## config.mk

```make
export PLATFORM = sky130hd
export DESIGN_NAME = stepper_bridge_counter_diag
export DESIGN_NICKNAME = d
export VERILOG_FILES = /design/src/stepper_pkg.sv /design/src/stepper_bridge_counter_diag.sv
export VERILOG_INCLUDE_DIRS = /design/src
export SDC_FILE = /design/constraint.sdc
export NUM_CORES = 1
export LEC_CHECK = 0
export ABC_AREA = 1
export BUFFER_PORTS_ARGS = -buffer_cell sky130_fd_sc_hd__buf_2
export CORE_ASPECT_RATIO = 1.4
export CORE_MARGIN = 3
export CORE_UTILIZATION = 45
export DETAILED_ROUTE_END_ITERATION = 6
export PLACE_DENSITY_LB_ADDON = 0.25
export SLEW_MARGIN = 15
export SYNTH_ARGS = -nofsm -noshare
export SYNTH_HDL_FRONTEND = slang
export SYNTH_SLANG_ARGS = --single-unit
```

## constraint.sdc

```tcl
create_clock -name aclk -period 5.6 [get_ports aclk]
set_input_delay 0.56 -clock aclk [delete_from_list [all_inputs] [get_ports aclk]]
set_output_delay 0.56 -clock aclk [all_outputs]
set_load 0.01 [all_outputs]
```

## src/stepper_defs.svh

```systemverilog
// Offsets, field positions, reset values and timing counts of the stepper bridge block.
// Assumes a 100 MHz clock and byte addresses on the register bus.
`ifndef STEPPER_DEFS_SVH
`define STEPPER_DEFS_SVH
`define CMD_OFS 8'h00
`define POS_HIGH_OFS 8'h04
`define POS_LOW_OFS 8'h08
`define FAULT_ONE_OFS 8'h0c
`define FAULT_TWO_OFS 8'h10
`define STATUS_OFS 8'h14
`define CMD_EN_BIT 0
`define CMD_DIR_BIT 1
`define CMD_STEP_BIT 2
`define CMD_SWRST_BIT 3
`define POS_RESET 10'h200
`define POS_MAX 10'h3ff
`define POS_MIN 10'h000
`define CLK_NS 10
`define MASK_MS 1
`define OFF_DEGLITCH_US 125
`define ON_FILTER_US 10
`define OL_FILTER_US 20
`define MASK_CYC ((`MASK_MS * 1000000 + `CLK_NS - 1) / `CLK_NS)
`define OFF_DEGLITCH_CYC ((`OFF_DEGLITCH_US * 1000 + `CLK_NS - 1) / `CLK_NS)
`define ON_FILTER_CYC ((`ON_FILTER_US * 1000 + `CLK_NS - 1) / `CLK_NS)
`define OL_FILTER_CYC ((`OL_FILTER_US * 1000 + `CLK_NS - 1) / `CLK_NS)
`define RESP_OKAY 2'h0
`define RESP_SLVERR 2'h2
`endif

```

## src/stepper_pkg.sv

```systemverilog
// Types shared by the stepper bridge block and its bench.
// Assumes nothing beyond the defs header.
package stepper_pkg;
	// Fault codes of one bridge fault register.
	typedef enum logic [2:0] {
		FLT_NONE = 3'b000,
		FLT_SHORT_GND = 3'b001,
		FLT_SHORT_BAT = 3'b010,
		FLT_OPEN_OFF = 3'b011,
		FLT_DET_RUN = 3'b100,
		FLT_OPEN_ON = 3'b101,
		FLT_OVERCUR = 3'b110
	} fault_e;
	// Comparator levels of one bridge.
	typedef struct packed {
		logic short_to_ground;
		logic short_to_battery;
		logic open_load;
		logic overcurrent;
		logic below_open_load;
	} sense_s;
	typedef sense_s [1:0] sense_pair_t;
endpackage

```

## src/stepper_bridge_counter_diag.sv

```systemverilog
// Stepper sequencer, saturating position counter and two-bridge diagnosis.
// Assumes an AXI4-Lite master on aclk and asynchronous comparator levels.
//
// What this block does
// - Ten-bit position counter, high and low five bits in separate registers.
// - Position counter starts at 512 after power-up.
// - Direction one: each performed step adds one to the position.
// - Direction zero: each performed step subtracts one from the position.
// - Counter saturates at its ends and resumes after reversing direction or a reset.
// - Both position registers carry a two-bit tag identifying the same step.
// - Power-on reset and software reset both restore the initial position.
// - Bridge fault registers clear when a read of them begins.
// - One summary bit is set while any output holds a fault.
// - Off state: mask 1 ms, then faults lasting over 125 us latch.
// - On-state faults replace off-state faults; overcurrent beats off faults.
// - A latched off-state fault never blocks switching the bridges on.
// - Bridges off through an invalid command skip off-state diagnosis.
// - Overcurrent over 10 us switches bridge off until a new command.
// - Each bridge reports its faults in its own fault register.
// - On state: current below threshold over 20 us flags open load.
// - Unresolved fault shows detection running, resolved at the next step.
// - Detection running and open load latch at low-side edges, else drop.
// - Reading a fault register clears detection running and restarts the open-load filter.
// - With enable set, only a zero-to-one step write advances the sequence.
// - Power-on phase drives outputs 21, 24 and 26, 27.
`timescale 1ns/1ps
`default_nettype none
`include "stepper_defs.svh"
module stepper_bridge_counter_diag #(
	parameter int MASK_CYC = `MASK_CYC,
	parameter int OFF_DEGLITCH_CYC = `OFF_DEGLITCH_CYC
) (
	// Clock and reset.
	input wire logic aclk,
	input wire logic aresetn,
	// AXI4-Lite write channels.
	input wire logic [7:0] awaddr,
	input wire logic awvalid,
	output logic awready,
	input wire logic [31:0] wdata,
	input wire logic [3:0] wstrb,
	input wire logic wvalid,
	output logic wready,
	output logic [1:0] bresp,
	output logic bvalid,
	input wire logic bready,
	// AXI4-Lite read channels.
	input wire logic [7:0] araddr,
	input wire logic arvalid,
	output logic arready,
	output logic [31:0] rdata,
	output logic [1:0] rresp,
	output logic rvalid,
	input wire logic rready,
	// Comparator levels from both bridges.
	input wire stepper_pkg::sense_pair_t sense,
	// Driver commands, bit 0 is output 21 up to bit 7 output 28.
	output logic [7:0] bridge_drive,
	output logic any_output_fault_flag
);
	import stepper_pkg::*;

	////////////////////////////////////////////////////////////////////////
	// State.

	typedef struct packed {
		logic [16:0] mask_cnt;
		logic [16:0] flt_cnt;
		logic [16:0] oc_cnt;
		logic [16:0] ol_cnt;
		logic oc_trip;
		logic ol_pend;
		fault_e code;
	} bridge_s;

	typedef struct packed {
		sense_pair_t sync1;
		sense_pair_t sync2;
		logic en;
		logic dir;
		logic step;
		logic inval;
		logic [1:0] phase;
		logic [9:0] pos;
		logic [1:0] tag;
		bridge_s [1:0] br;
		logic [7:0] drive;
		logic aw_got;
		logic w_got;
		logic [7:0] wa;
		logic [31:0] wd;
		logic wen;
		logic bvalid;
		logic [1:0] bresp;
		logic rvalid;
		logic [1:0] rresp;
		logic [31:0] rdata;
	} state_s;

	localparam logic [16:0] MASK_N = 17'(MASK_CYC);
	localparam logic [16:0] DEGL_N = 17'(OFF_DEGLITCH_CYC);
	localparam logic [16:0] ONF_N = 17'(`ON_FILTER_CYC);
	localparam logic [16:0] OLF_N = 17'(`OL_FILTER_CYC);

	state_s state_reg;
	state_s state_next;

	////////////////////////////////////////////////////////////////////////
	// Per-bridge diagnosis step.

	// Advances one bridge by a cycle; a read clear is applied before new sets.
	function automatic bridge_s bridge_step(
		input bridge_s b,
		input sense_s s,
		input logic on,
		input logic off_diag,
		input logic edge_ev,
		input logic rd_clr,
		input logic oc_clr
	);
		bridge_s n;
		logic off_flt;
		n = b;
		off_flt = s.short_to_ground | s.short_to_battery | s.open_load;
		if (rd_clr) begin
			n.code = FLT_NONE;
			n.ol_cnt = 17'h0;
			n.ol_pend = 1'b0;
		end
		if (oc_clr) begin
			n.oc_trip = 1'b0;
		end
		// Off-state mask and deglitch, held idle while driven or inhibited.
		if (!off_diag) begin
			n.mask_cnt = 17'h0;
			n.flt_cnt = 17'h0;
		end else if (b.mask_cnt < MASK_N) begin
			n.mask_cnt = b.mask_cnt + 17'h1;
		end else if (!off_flt) begin
			n.flt_cnt = 17'h0;
		end else if (b.flt_cnt < DEGL_N) begin
			n.flt_cnt = b.flt_cnt + 17'h1;
		end else if (n.code == FLT_NONE) begin
			// First off fault latches; ground beats battery beats open.
			if (s.short_to_ground) begin
				n.code = FLT_SHORT_GND;
			end else if (s.short_to_battery) begin
				n.code = FLT_SHORT_BAT;
			end else begin
				n.code = FLT_OPEN_OFF;
			end
		end
		// On-state overcurrent filter.
		if (on && s.overcurrent) begin
			if (b.oc_cnt < ONF_N) begin
				n.oc_cnt = b.oc_cnt + 17'h1;
			end else begin
				n.oc_trip = 1'b1;
				n.code = FLT_OVERCUR;
			end
		end else begin
			n.oc_cnt = 17'h0;
		end
		// On-state low current filter.
		if (!rd_clr) begin
			if (on && s.below_open_load) begin
				if (b.ol_cnt < OLF_N) begin
					n.ol_cnt = b.ol_cnt + 17'h1;
				end else begin
					n.ol_pend = 1'b1;
				end
			end else begin
				n.ol_cnt = 17'h0;
				n.ol_pend = 1'b0;
			end
		end
		// Low-side edge: latch, resolve or drop the open-load indication.
		if (edge_ev && n.code != FLT_OVERCUR) begin
			if (b.ol_pend) begin
				if (n.code == FLT_DET_RUN) begin
					n.code = FLT_OPEN_ON;
				end else begin
					n.code = FLT_DET_RUN;
				end
			end else if (n.code == FLT_DET_RUN || n.code == FLT_OPEN_ON) begin
				n.code = FLT_NONE;
			end
		end
		return n;
	endfunction

	////////////////////////////////////////////////////////////////////////
	// Next-state logic.

	// Bus handshakes, command decode, sequencer, counter and diagnosis.
	always_comb begin
		logic aw_now;
		logic w_now;
		logic [7:0] ra;
		logic [31:0] cmd;
		logic cmd_wr;
		logic cmd_ok;
		logic adv;
		logic oc_clr;
		logic [1:0] rclr;
		logic on;
		state_next = state_reg;
		aw_now = 1'b0;
		w_now = 1'b0;
		ra = araddr;
		cmd = 32'h0;
		cmd_wr = 1'b0;
		cmd_ok = 1'b0;
		adv = 1'b0;
		oc_clr = 1'b0;
		rclr = 2'b00;
		on = 1'b0;
		// Two-stage synchronisers on the comparator levels.
		state_next.sync1 = sense;
		state_next.sync2 = state_reg.sync1;
		// Write address and data are taken in either order.
		if (awvalid && awready) begin
			state_next.aw_got = 1'b1;
			state_next.wa = awaddr;
		end
		if (wvalid && wready) begin
			state_next.w_got = 1'b1;
			state_next.wd = wdata;
			state_next.wen = wstrb[0];
		end
		aw_now = state_reg.aw_got;
		w_now = state_reg.w_got;
		if (aw_now && w_now) begin
			state_next.aw_got = 1'b0;
			state_next.w_got = 1'b0;
			state_next.bvalid = 1'b1;
			if (state_reg.wa == `CMD_OFS) begin
				state_next.bresp = `RESP_OKAY;
				cmd_wr = state_reg.wen;
				cmd = state_reg.wd;
			end else if (state_reg.wa == `POS_HIGH_OFS || state_reg.wa == `POS_LOW_OFS ||
				state_reg.wa == `FAULT_ONE_OFS || state_reg.wa == `FAULT_TWO_OFS ||
				state_reg.wa == `STATUS_OFS) begin
				state_next.bresp = `RESP_OKAY;
			end else begin
				state_next.bresp = `RESP_SLVERR;
			end
		end
		if (state_reg.bvalid && bready) begin
			state_next.bvalid = 1'b0;
		end
		// Command write: reserved bits set make the command invalid.
		if (cmd_wr) begin
			cmd_ok = (cmd[7:4] == 4'h0);
			if (!cmd_ok) begin
				state_next.en = 1'b0;
				state_next.inval = 1'b1;
				state_next.step = 1'b0;
			end else begin
				state_next.inval = 1'b0;
				state_next.en = cmd[`CMD_EN_BIT];
				state_next.dir = cmd[`CMD_DIR_BIT];
				// Enable and step written together while enable is low counts as enable alone.
				state_next.step = state_reg.en & cmd[`CMD_STEP_BIT];
				adv = state_reg.en & cmd[`CMD_EN_BIT] & ~state_reg.step & cmd[`CMD_STEP_BIT];
				oc_clr = cmd[`CMD_EN_BIT];
			end
		end
		// A performed step moves the phase and the counter in the old direction.
		if (adv) begin
			state_next.tag = state_reg.tag + 2'h1;
			if (state_reg.dir) begin
				state_next.phase = state_reg.phase + 2'h1;
				if (state_reg.pos != `POS_MAX) begin
					state_next.pos = state_reg.pos + 10'h1;
				end
			end else begin
				state_next.phase = state_reg.phase - 2'h1;
				if (state_reg.pos != `POS_MIN) begin
					state_next.pos = state_reg.pos - 10'h1;
				end
			end
		end
		if (cmd_wr && cmd_ok && cmd[`CMD_SWRST_BIT]) begin
			state_next.pos = `POS_RESET;
			state_next.tag = 2'h0;
			state_next.phase = 2'h0;
		end
		// Read is answered one cycle after the address is taken.
		if (arvalid && arready) begin
			state_next.rvalid = 1'b1;
			state_next.rresp = `RESP_OKAY;
			if (ra == `CMD_OFS) begin
				state_next.rdata = {29'h0, state_reg.step, state_reg.dir, state_reg.en};
			end else if (ra == `POS_HIGH_OFS) begin
				state_next.rdata = {25'h0, state_reg.tag, state_reg.pos[9:5]};
			end else if (ra == `POS_LOW_OFS) begin
				state_next.rdata = {25'h0, state_reg.tag, state_reg.pos[4:0]};
			end else if (ra == `FAULT_ONE_OFS) begin
				state_next.rdata = {29'h0, state_reg.br[0].code};
				rclr[0] = 1'b1;
			end else if (ra == `FAULT_TWO_OFS) begin
				state_next.rdata = {29'h0, state_reg.br[1].code};
				rclr[1] = 1'b1;
			end else if (ra == `STATUS_OFS) begin
				state_next.rdata = {22'h0, state_reg.drive, state_reg.inval, any_output_fault_flag};
			end else begin
				state_next.rdata = 32'h0;
				state_next.rresp = `RESP_SLVERR;
			end
		end else if (state_reg.rvalid && rready) begin
			state_next.rvalid = 1'b0;
		end
		// Per-bridge diagnosis and drive pattern.
		for (int i = 0; i < 2; i++) begin
			on = state_reg.en & ~state_reg.br[i].oc_trip;
			state_next.br[i] = bridge_step(state_reg.br[i], state_reg.sync2[i], on,
				~on & ~state_reg.inval, adv, rclr[i], oc_clr);
		end
		// Drive follows the next phase; a tripped bridge drives nothing.
		state_next.drive = 8'h00;
		if (state_next.en && !state_next.br[0].oc_trip) begin
			if (state_next.phase[1] == 1'b0) begin
				state_next.drive[0] = 1'b1;
				state_next.drive[3] = 1'b1;
			end else begin
				state_next.drive[2] = 1'b1;
				state_next.drive[1] = 1'b1;
			end
		end
		if (state_next.en && !state_next.br[1].oc_trip) begin
			if (state_next.phase == 2'h0 || state_next.phase == 2'h3) begin
				state_next.drive[5] = 1'b1;
				state_next.drive[6] = 1'b1;
			end else begin
				state_next.drive[4] = 1'b1;
				state_next.drive[7] = 1'b1;
			end
		end
	end

	////////////////////////////////////////////////////////////////////////
	// State register.

	// Synchronous reset puts the power-up values in place.
	always_ff @(posedge aclk) begin
		if (!aresetn) begin
			state_reg <= '0;
			state_reg.pos <= `POS_RESET;
		end else begin
			state_reg <= state_next;
		end
	end

	////////////////////////////////////////////////////////////////////////
	// Outputs.

	// Handshakes come from state; data from flip-flops.
	assign awready = ~state_reg.aw_got & ~state_reg.bvalid;
	assign wready = ~state_reg.w_got & ~state_reg.bvalid;
	assign bvalid = state_reg.bvalid;
	assign bresp = state_reg.bresp;
	assign arready = ~state_reg.rvalid;
	assign rvalid = state_reg.rvalid;
	assign rresp = state_reg.rresp;
	assign rdata = state_reg.rdata;
	assign bridge_drive = state_reg.drive;
	// Summary fault bit across both bridges.
	assign any_output_fault_flag = (state_reg.br[0].code != FLT_NONE) |
		(state_reg.br[1].code != FLT_NONE);
endmodule // stepper_bridge_counter_diag
`default_nettype wire

```

After elaboration in Yosys (flattened, before gate mapping) --
Cells that the tools add are included.
Word-level totals: register bits after elaboration 249, input bits 69, logic and storage cells 268
Operators by class: add/sub/neg operators 13, magnitude comparators 8, eq/ne operators 21, multiplexer cells 96, bitwise logic cells 28, reduce and logical (&&, ||, !) cells 49
Operators by type and width (count):
- $mux W17 | 12
- $add A17 B1 Y17 const B | 8
- $mux W10 | 8
- $mux W3 | 20
- $lt A17 B10 Y1 const B | 2
- $lt A17 B11 Y1 const B | 2
- $lt A17 B14 Y1 const B | 2
- $lt A17 B17 Y1 const B | 2
- $mux W2 | 17
- $eq A8 B4 Y1 const B | 4
- $eq A8 B5 Y1 const B | 4
- $mux W1 | 31
- $mux W14 | 2
- $reduce_and A2 Y1 | 9
- $eq A8 B3 Y1 const B | 2
- $logic_and A1 B1 Y1 | 16
- $logic_not A8 Y1 | 2
- $mux W8 | 2
- $not A1 Y1 | 13
- $eq A3 B3 Y1 const B | 4
- $mux W12 | 1
- $mux W4 | 3
- $add A10 B1 Y10 const B | 1
- $and A1 B1 Y1 | 10
- other kinds (18) | 38

Logic depth before layout (Yosys ltp) --
Gate-level depths: netlist of the first run.
depth after elaboration 21, gate-level depth with buffers 16

Worst setup path after synthesis of the first run --
OpenSTA, ideal clock, no wires.
path kind input -> register, start input arvalid, end register state_reg[165] (netlist bit), data arrival time 1767 ps, setup slack 3706 ps, cell stages on the path 8, cell sequence inv_1 -> nor2_4 -> clkinv_1 -> nor2_2 -> nand2_1 -> nand4_1 -> buf_2 -> a21oi_1
On the way: longest elaborated chain between the ends 6
Ends and longest elaborated chain:
- start: declaration | RTL line stepper_bridge_counter_diag.sv:49 | input wire logic arvalid,
- $logic_and A1 B1 Y1 * | RTL line stepper_bridge_counter_diag.sv:290 | if (arvalid && arready) begin
- $mux W2 * | RTL line stepper_bridge_counter_diag.sv:290
- $mux W4 | RTL line stepper_bridge_counter_diag.sv:125 | if (rd_clr) begin
- $mux W1 | RTL line stepper_bridge_counter_diag.sv:167 | if (b.ol_cnt < OLF_N) begin
- $mux W1 | RTL line stepper_bridge_counter_diag.sv:166 | if (on && s.below_open_load) begin
- $mux W1 * | RTL line stepper_bridge_counter_diag.sv:165 | if (!rd_clr) begin
- end signal: assignment | RTL line stepper_bridge_counter_diag.sv:351 | state_reg <= state_next;
- end: declaration | RTL line stepper_bridge_counter_diag.sv:105 | state_s state_reg;
Every way passes the cells marked *; elsewhere a longest branch is shown, timed or not. A chain may end at the register's enable or synchronous reset.

Final worst setup path of the first run --
start input aresetn, end register state_reg[210] (netlist bit)
On the way: longest elaborated chain between the ends 1
Ends and longest elaborated chain:
- start: declaration | RTL line stepper_bridge_counter_diag.sv:35 | input wire logic aresetn,
- $reduce_and A2 Y1 (no line)
Every way passes these cells.

==> results of run 1 <==
cells by family after synthesis:
group / after synthesis / synth area share (%)
simple gates: 665 / 28.3
buf+inv: 297 / 12.3
compound gates: 232 / 12.0
flops: 220 / 42.0
xor+xnor: 40 / 3.34
fa+ha+maj: 17 / 2.10
other cells: 1 / 0.0357
path summary, 6_finish.rpt:
check / to
worst min-delay path: state_next[257]
worst max register to register: state_reg[135]
worst min register to register: state_reg[253]
worst max-delay path: state_reg[210]
stage by stage:
step / area (sq um) / util (%) / total power, mW / setup WS, ns / hold slack, ns
final: 11800 / 51.8 / 3.54 / 3.09 / 0.223
after global routing: 11800 / 51.8 / 3.68 / 2.78 / 0.220
after CTS: 11800 / 51.8 / 3.59 / 3.06 / 0.203
after detailed placement: 10900 / 47.8 / 1.78 / 2.52 / 0.401
after global placement: 10900 / 47.8 / 1.77 / 2.52 / 0.403
after floorplan: 10600 / - / 1.75 / 3.71 / 0.390
placed cells by master, fill, tap and decap left out, drive strengths merged, types with 16 or more instances in the layout:
cell type,Yosys,final
buf,50,68
clkbuf,17,29
ha,16,16
nand4,32,32
or2,17,17
dfxtp,220,220
nand3,83,83
inv,228,229
nor2,194,194
xor2,26,26
o21ai,78,78
nor3,33,33
nand2,273,273
a21oi,118,118
conb,1,24
power groups by stage:
stage	logic [mW]	registers (mW)	clock network, mW
floorplan	0.106	1.64	0
global placement	0.131	1.64	0
detailed placement	0.133	1.64	0
CTS	0.134	1.61	1.85
global route	0.152	1.61	1.91
finish	0.132	1.61	1.80
cell type report:
type | count | area (sq um) | share of cell area [%]
Clock inverter | 13 | 277 | 2.34
Sequential cell | 220 | 4400 | 37.3
Inverter | 230 | 863 | 7.32
Tap cell | 301 | 377 | 3.19
Timing Repair Buffer | 68 | 343 | 2.91
Clock buffer | 29 | 638 | 5.41
Multi-Input combinational cell | 978 | 4890 | 41.5
critical path: cells and delay by family:
| kind | cells | cell delay, ns |
|---|---|---|
| buffers and inverters | 5 | 1.18 |
| and+or+nand+nor | 1 | 0.39 |
| AOI/OAI and AO/OA | 3 | 0.79 |
routing by layer:
layer  up-vias  track usage, %  share of wire, %
li1       4753               -                 -
met1      4053            19.7                43
met2       159            31.3                50
met3        45            2.48               4.2
met4         0            7.37               3.2
met5         -               0                 0
==> metrics.md, run 1 <==
| Metric | Value |
|---|---|
| Status | `complete, no violations` |
| Post-synth ARST share | `0%` |
| CTS tree | `built` |
| CP Cell Sequence | `buf_2 > buf_4 > inv_2 > nor2_2 > inv_2 > a21oi_1 > inv_1 > a21o_1 > a21oi_1` |
| Core ar. | `22800 sq um` |
| Net Switching | `~0.73 mW` |
| Filler instances | `between 2000 and 2500` |
| Post-synth EDFFs | `0` |
| Setup TNS | `0 ns` |
| H-tree depth | `1` |
| Most common cell in the netlist | `nand2_1` |
| Endpoints failing setup | `0` |
| First-pass GRT wire length | `37300 microns` |
| Routed wire length | `21800 microns` |
| Height of the die | `approximately 190 microns` |
| WP data required | `6.04 ns` |
| Final hold violation count | `0` |
| Worst slew margin | `45.9%` |
| Critical Path Start Type | `input pin` |
| Cell row count | `65` |
| Routed len/inst | `around 12 microns` |
| Logic pwr share | `roughly 3.7%` |
| Die ar. | `~25000 sq um` |
| Leakage power | `4.99 nW` |
| Via-to-Cell Ratio | `4.90` |
| Ratio of cells with drive above 1 in the final layout | `9.75%` |
| Synth-to-layout area growth | `12.4%` |
| Initial antenna violation count | `0` |
| HPWL Detailed | `16000 microns` |
| WP data arrival | `2.96 ns` |
| Peak supply drop | `0.000220 V` |
| Synth Cell Area | `10500 sq um` |
| Flop pwr share | `45.4%` |
| CP max FO | `between 50 and 60` |
| Layout Nets | `1607` |
| DRT Pass-1 Iters | `5` |
| Synth top area cells | `dfxtp_1, nand2_1, inv_1, nor2_1, a21oi_1` |
| Clock power frac | `about half` |
| CP endpoint kind | `flip-flop` |
| Reg2reg path depth | `9` |
| Fin Clk Skew | `0.0179 ns` |
| RD Place Congestion | `slightly above 0.8` |
| Reg clk slew, reported paths | `0.06 ns` |
| Switching Fraction | `20.6%` |
| FF-to-FF Start | `state_reg[158]` |
| Final worst path period share | `between 40% and 50%` |
| Vias in the first global route | `8572` |
| Dpl cells | `about 1800` |
| HP Start | `sense[4]` |
| Hold path cells | `3` |
| Pint | `~2.8 mW` |
| ANT nets after route | `0` |
| Max reg flops | `193` |
| Worst path slowest cell | `a21oi_1` |
| RSZ-0062 raised after global routing | `false` |
| Post-CTS Setup Inserts | `0` |
| Synth top area share | `42.0%` |
| N_diodes | `0` |
| Post-synthesis sequential area ratio | `about two fifths` |
| Via count | `9010` |
| Post-synth top flop | `dfxtp_1` |
| Total gr overflow | `0` |
| Max-slew violations | `0` |
| Post-route minimum period | `2.51 ns` |
| Number of I/O port buffers | `between 60 and 70` |
| Non-filler instance count after layout | `1839` |
| Initial drt markers | `between 400 and 500` |
| Synth Register Bits | `220` |
| Num CTS Buffers | `23` |
| Die W | `135 microns` |
| Largest stage delay on the critical path | `between 0.5 and 0.6 ns` |
| Clk buf depth | `3` |
| R2r setup slk | `3.17 ns` |
| Maximum clock frequency | `398 MHz` |
| I/O pins | `119` |
| Clock sink count | `220` |
| PwrDens | `300 nW/um^2` |
| # DRC | `0` |
| CTS Root Cell | `clkbuf_16` |
| Gr usage total | `17.2%` |
| Setup crit start | `aresetn` |
| Setup CP Type | `in -> reg` |
| Post-synth top cells | `nand2_1, inv_1, dfxtp_1, nor2_1, a21oi_1` |
| Initial Util | `approximately 46%` |
| Syn Inst Count | `approximately 1500` |
| Area leader, netlist | `dfxtp_1` |
| Largest net degree at the start of global routing | `53` |
| Yosys warns | `0` |
| Worst slew pin tran | `just over 0.8 ns` |
| Worst-skew pair later-pin latency | `0.51 ns` |
| MaxCap Viol Count | `0` |
| Unique cell type count in the Yosys netlist | `52` |
| Hold-fix buffers, CTS | `0` |
| Avg Synthesized Cell Area | `a little over 7 sq um` |
| CTS resizes | `0` |
| Hold Crit Class | `in -> reg` |
Power figures use the tool's default switching activity.
==> inputs of run 2 (changes only) <==
Clock period 5.6 ns to 2.1 ns, I/O delays scaled along.
==> run 2 against run 1 <==
Against the previous run:
- design area increased by 4.7%
- critical path depth unchanged
- final cell count increased by 3.6%
- global-route usage increased by 0.78 points
- wire length increased by 5.2%
- clock skew decreased by 0.0052 ns
==> metrics.md, run 2 (synthesis gave the netlist of run 1 again) <==
| Metric | Value |
|---|---|
| # DRC | `0 (unchanged)` |
| Critical path's top delay family | `compound AO/OA/AOI/OAI gates (was buffers and inverters)` |
| Endpoints failing setup | `0 (unchanged)` |
| Setup crit start | `state_reg[251] (was aresetn)` |
| Via-to-Cell Ratio | `4.93 (was 4.90)` |
| Total power | `8.77 mW (was 3.54 mW)` |
| Net Switching | `1.97 mW (was 0.730 mW)` |
| Most frequent cells in the layout | `nand2_1, inv_1, dfxtp_1 (unchanged)` |
| Leakage power | `5.23 nW (was 4.99 nW)` |
| Gr usage total | `17.9% (was 17.2%)` |
| Final hold violation count | `0 (unchanged)` |
| Reg2reg path depth | `9 (unchanged)` |
| Uppermost routed layer | `met4 (unchanged)` |
| Initial drt markers | `392 (was 472)` |
| Fin Clk Skew | `0.0128 ns (was 0.0179 ns)` |
| DRT Pass-1 Iters | `5 (unchanged)` |
| Post-route minimum period | `between 2 and 2.5 ns` |
| Routed wire length | `23000 microns (was 21800 microns)` |
| Max-slew violations | `0 (unchanged)` |
| Core ar. | `22800 sq um (unchanged)` |
| Setup CP Type | `reg -> reg (was in -> reg)` |
| CTS tree | `built (unchanged)` |
| Final setup margin | `0.0981 ns (was 3.09 ns)` |
| Ratio of cells with drive above 1 in the final layout | `12.9% (was 9.75%)` |
| Clk buf depth | `3 (unchanged)` |
| CTS Root Cell | `clkbuf_16 (unchanged)` |
| Worst path slowest cell | `dfxtp_1 (was a21oi_1)` |
| H-tree depth | `1 (unchanged)` |
| HPWL Detailed | `16400 microns (was 16000 microns)` |
| R2r setup slk | `0.1 ns (was 3.17 ns)` |
| Worst-skew pair later-pin latency | `0.50 ns (was 0.51 ns)` |
| WP data arrival | `2.39 ns (was 2.96 ns)` |
| Levels on crit path | `9 (unchanged)` |
| Area of the multi-input gates | `5000 sq um (was 4890 sq um)` |
| Logic pwr share | `4.9% (was 3.7%)` |
| ANT nets after route | `0 (unchanged)` |
| CP max FO | `6 (was 52)` |
| FF-to-FF Start | `state_reg[251] (was state_reg[158])` |
| Metal-1 WL | `9330 microns (was 9300 microns)` |
| Peak supply drop | `0.000646 V (was 0.000220 V)` |
| WP data required | `2.49 ns (was 6.04 ns)` |
| Die W | `135 microns (unchanged)` |
| Height of the die | `187 microns (unchanged)` |
| Bufs and invs on worst path | `2 (was 5)` |
| N_diodes | `0 (unchanged)` |
| Maximum clock frequency | `approximately 500 MHz` |
| Reg clk slew, reported paths | `0.06 ns (about the same)` |
| Met2 WL post-DR | `11800 microns (was 10900 microns)` |
| PwrDens | `710 nW/um^2 (was 300 nW/um^2)` |
| Routed len/inst | `12.1 microns (was 11.9 microns)` |
| Met3 Routed Length | `877 microns (was 911 microns)` |
| Synth-to-layout area growth | `17.7% (was 12.4%)` |
| Cell row count | `65 (unchanged)` |
| Storage cell area | `4400 sq um (unchanged)` |
| RD Place Congestion | `0.849 (was 0.830)` |
| CP Cell Sequence | `clkinvlp_4 > buf_12 > ha_2 > nand2_1 > o21ai_1 > a21oi_1 > o21ai_0 > xnor2_1 > a21oi_1 (was buf_2 > buf_4 > inv_2 > nor2_2 > inv_2 > a21oi_1 > inv_1 > a21o_1 > a21oi_1)` |
| Flop pwr share | `48.9% (was 45.4%)` |
| MaxCap Viol Count | `0 (unchanged)` |
| Clock sink count | `220 (unchanged)` |
| Leading cell type in the layout, fill and taps excluded | `nand2_1 (unchanged)` |
| Vias in the first global route | `8887 (was 8572)` |
| Largest stage delay on the critical path | `0.38 ns (was 0.51 ns)` |
| First-pass GRT wire length | `39000 microns (was 37300 microns)` |
| Layout Nets | `1674 (was 1607)` |
| Initial Util | `46.1% (unchanged)` |
| Hold Crit Class | `in -> reg (unchanged)` |
| CP endpoint kind | `flip-flop (unchanged)` |
| Max reg flops | `193 (unchanged)` |
| Initial antenna violation count | `0 (unchanged)` |
| Critical Path Start Type | `flip-flop (was input pin)` |
| Via count | `9388 (was 9010)` |
| Most common cell on crit path | `a21oi_1` |
| Number of I/O port buffers | `67 (unchanged)` |
| Pint | `6.80 mW (was 2.81 mW)` |
| Post-Place Worst Slack | `0.109 ns (was 2.52 ns)` |
| Clock power frac | `46.1% (was 50.9%)` |
| Filler instances | `2258 (was 2340)` |
| Worst Setup EP | `state_reg[244] (was state_reg[210])` |
| Largest net degree at the start of global routing | `40 (was 53)` |
| Status | `complete, no violations (unchanged)` |
| R2R Path End | `state_reg[244] (was state_reg[135])` |
| Fin Hold WS | `0.0431 ns (was 0.223 ns)` |
| Utilization after layout | `54.2% (was 51.8%)` |
| Switching Fraction | `22.5% (was 20.6%)` |
| Total gr overflow | `0 (unchanged)` |
| Num CTS Buffers | `23 (unchanged)` |
| Die ar. | `25200 sq um (unchanged)` |
| Setup TNS | `0 ns (unchanged)` |
| Final worst path period share | `95.3%` |
| I/O pins | `119 (unchanged)` |
run 2: cell types whose count changed in the layout (fill, tap and decap cells not counted), moves of 4 or more:
cell and delta:
bufinv_16 -6, ha_1 -4, nand2_1 -4, buf_4 +34, clkinvlp_4 +7, dlygate4sd3_1 +28
run 2: through the flow:
| step | instances | cell area [sq um] |
|---|---|---|
| 2_1_floorplan | 1495 | 10600 |
| 3_3_place_gp | 1823 | 11100 |
| 3_5_place_dp | 1823 | 11100 |
| 4_1_cts | 1892 | 12100 |
| 5_1_grt | 1905 | 12400 |
| 6_report | 1905 | 12400 |
run 2: final cells by class:
cell class / count / share of cell area (%)
multi-input cells: 978 / 40.5
clock inverters: 11 / 1.00
inverters: 230 / 7.08
clock buffers: 30 / 5.12
flip-flops and latches: 220 / 35.7
repair inverters: 2 / 0.101
repair buffers: 133 / 7.50
well taps: 301 / 3.05
run 2: worst reg2reg max path, cell delays in order (launching register included):
cell	delay (ns)
dfxtp_1	0.38
clkinvlp_4	0.14
buf_12	0.15
ha_2	0.38
nand2_1	0.08
o21ai_1	0.18
a21oi_1	0.08
o21ai_0	0.26
xnor2_1	0.16
a21oi_1	0.08
run 2: how the worst min path moves through the flow:
stage / cells past startpoint / to / slack, ns / start
after global routing: 3 / state_reg[74] / 0.06 / awaddr[3]
after global placement: 3 / state_next[261] / 0.39 / sense[8]
after detailed placement: 3 / state_next[254] / 0.39 / sense[1]
after floorplan: 2 / state_next[253] / 0.31 / sense[0]
after CTS: 3 / state_reg[74] / 0.008 / awaddr[3]
final: 3 / state_reg[74] / 0.04 / awaddr[3]
run 2: power by group through the flow:
stage | clock network (mW) | registers [mW] | logic [mW]
final | 4.05 | 4.29 | 0.431
after global routing | 4.35 | 4.30 | 0.487
after CTS | 4.19 | 4.29 | 0.412
after global placement | 0 | 4.38 | 0.369
after floorplan | 0 | 4.37 | 0.281
after detailed placement | 0 | 4.38 | 0.372
run 2: per-layer routing:
layer  vias up  track usage, %
met5         -               0
met4         0            7.76
met3        63            2.75
met2       178            33.0
met1      4251            20.3
li1       4896               -
run 2: timing repair:
item | CTS | global route
resized for setup | 0 | 27
hold endpoints to repair | 28 | 0
setup buffers | 0 | 11
setup endpoints to repair | 0 | 21
hold buffers | 28 | 0
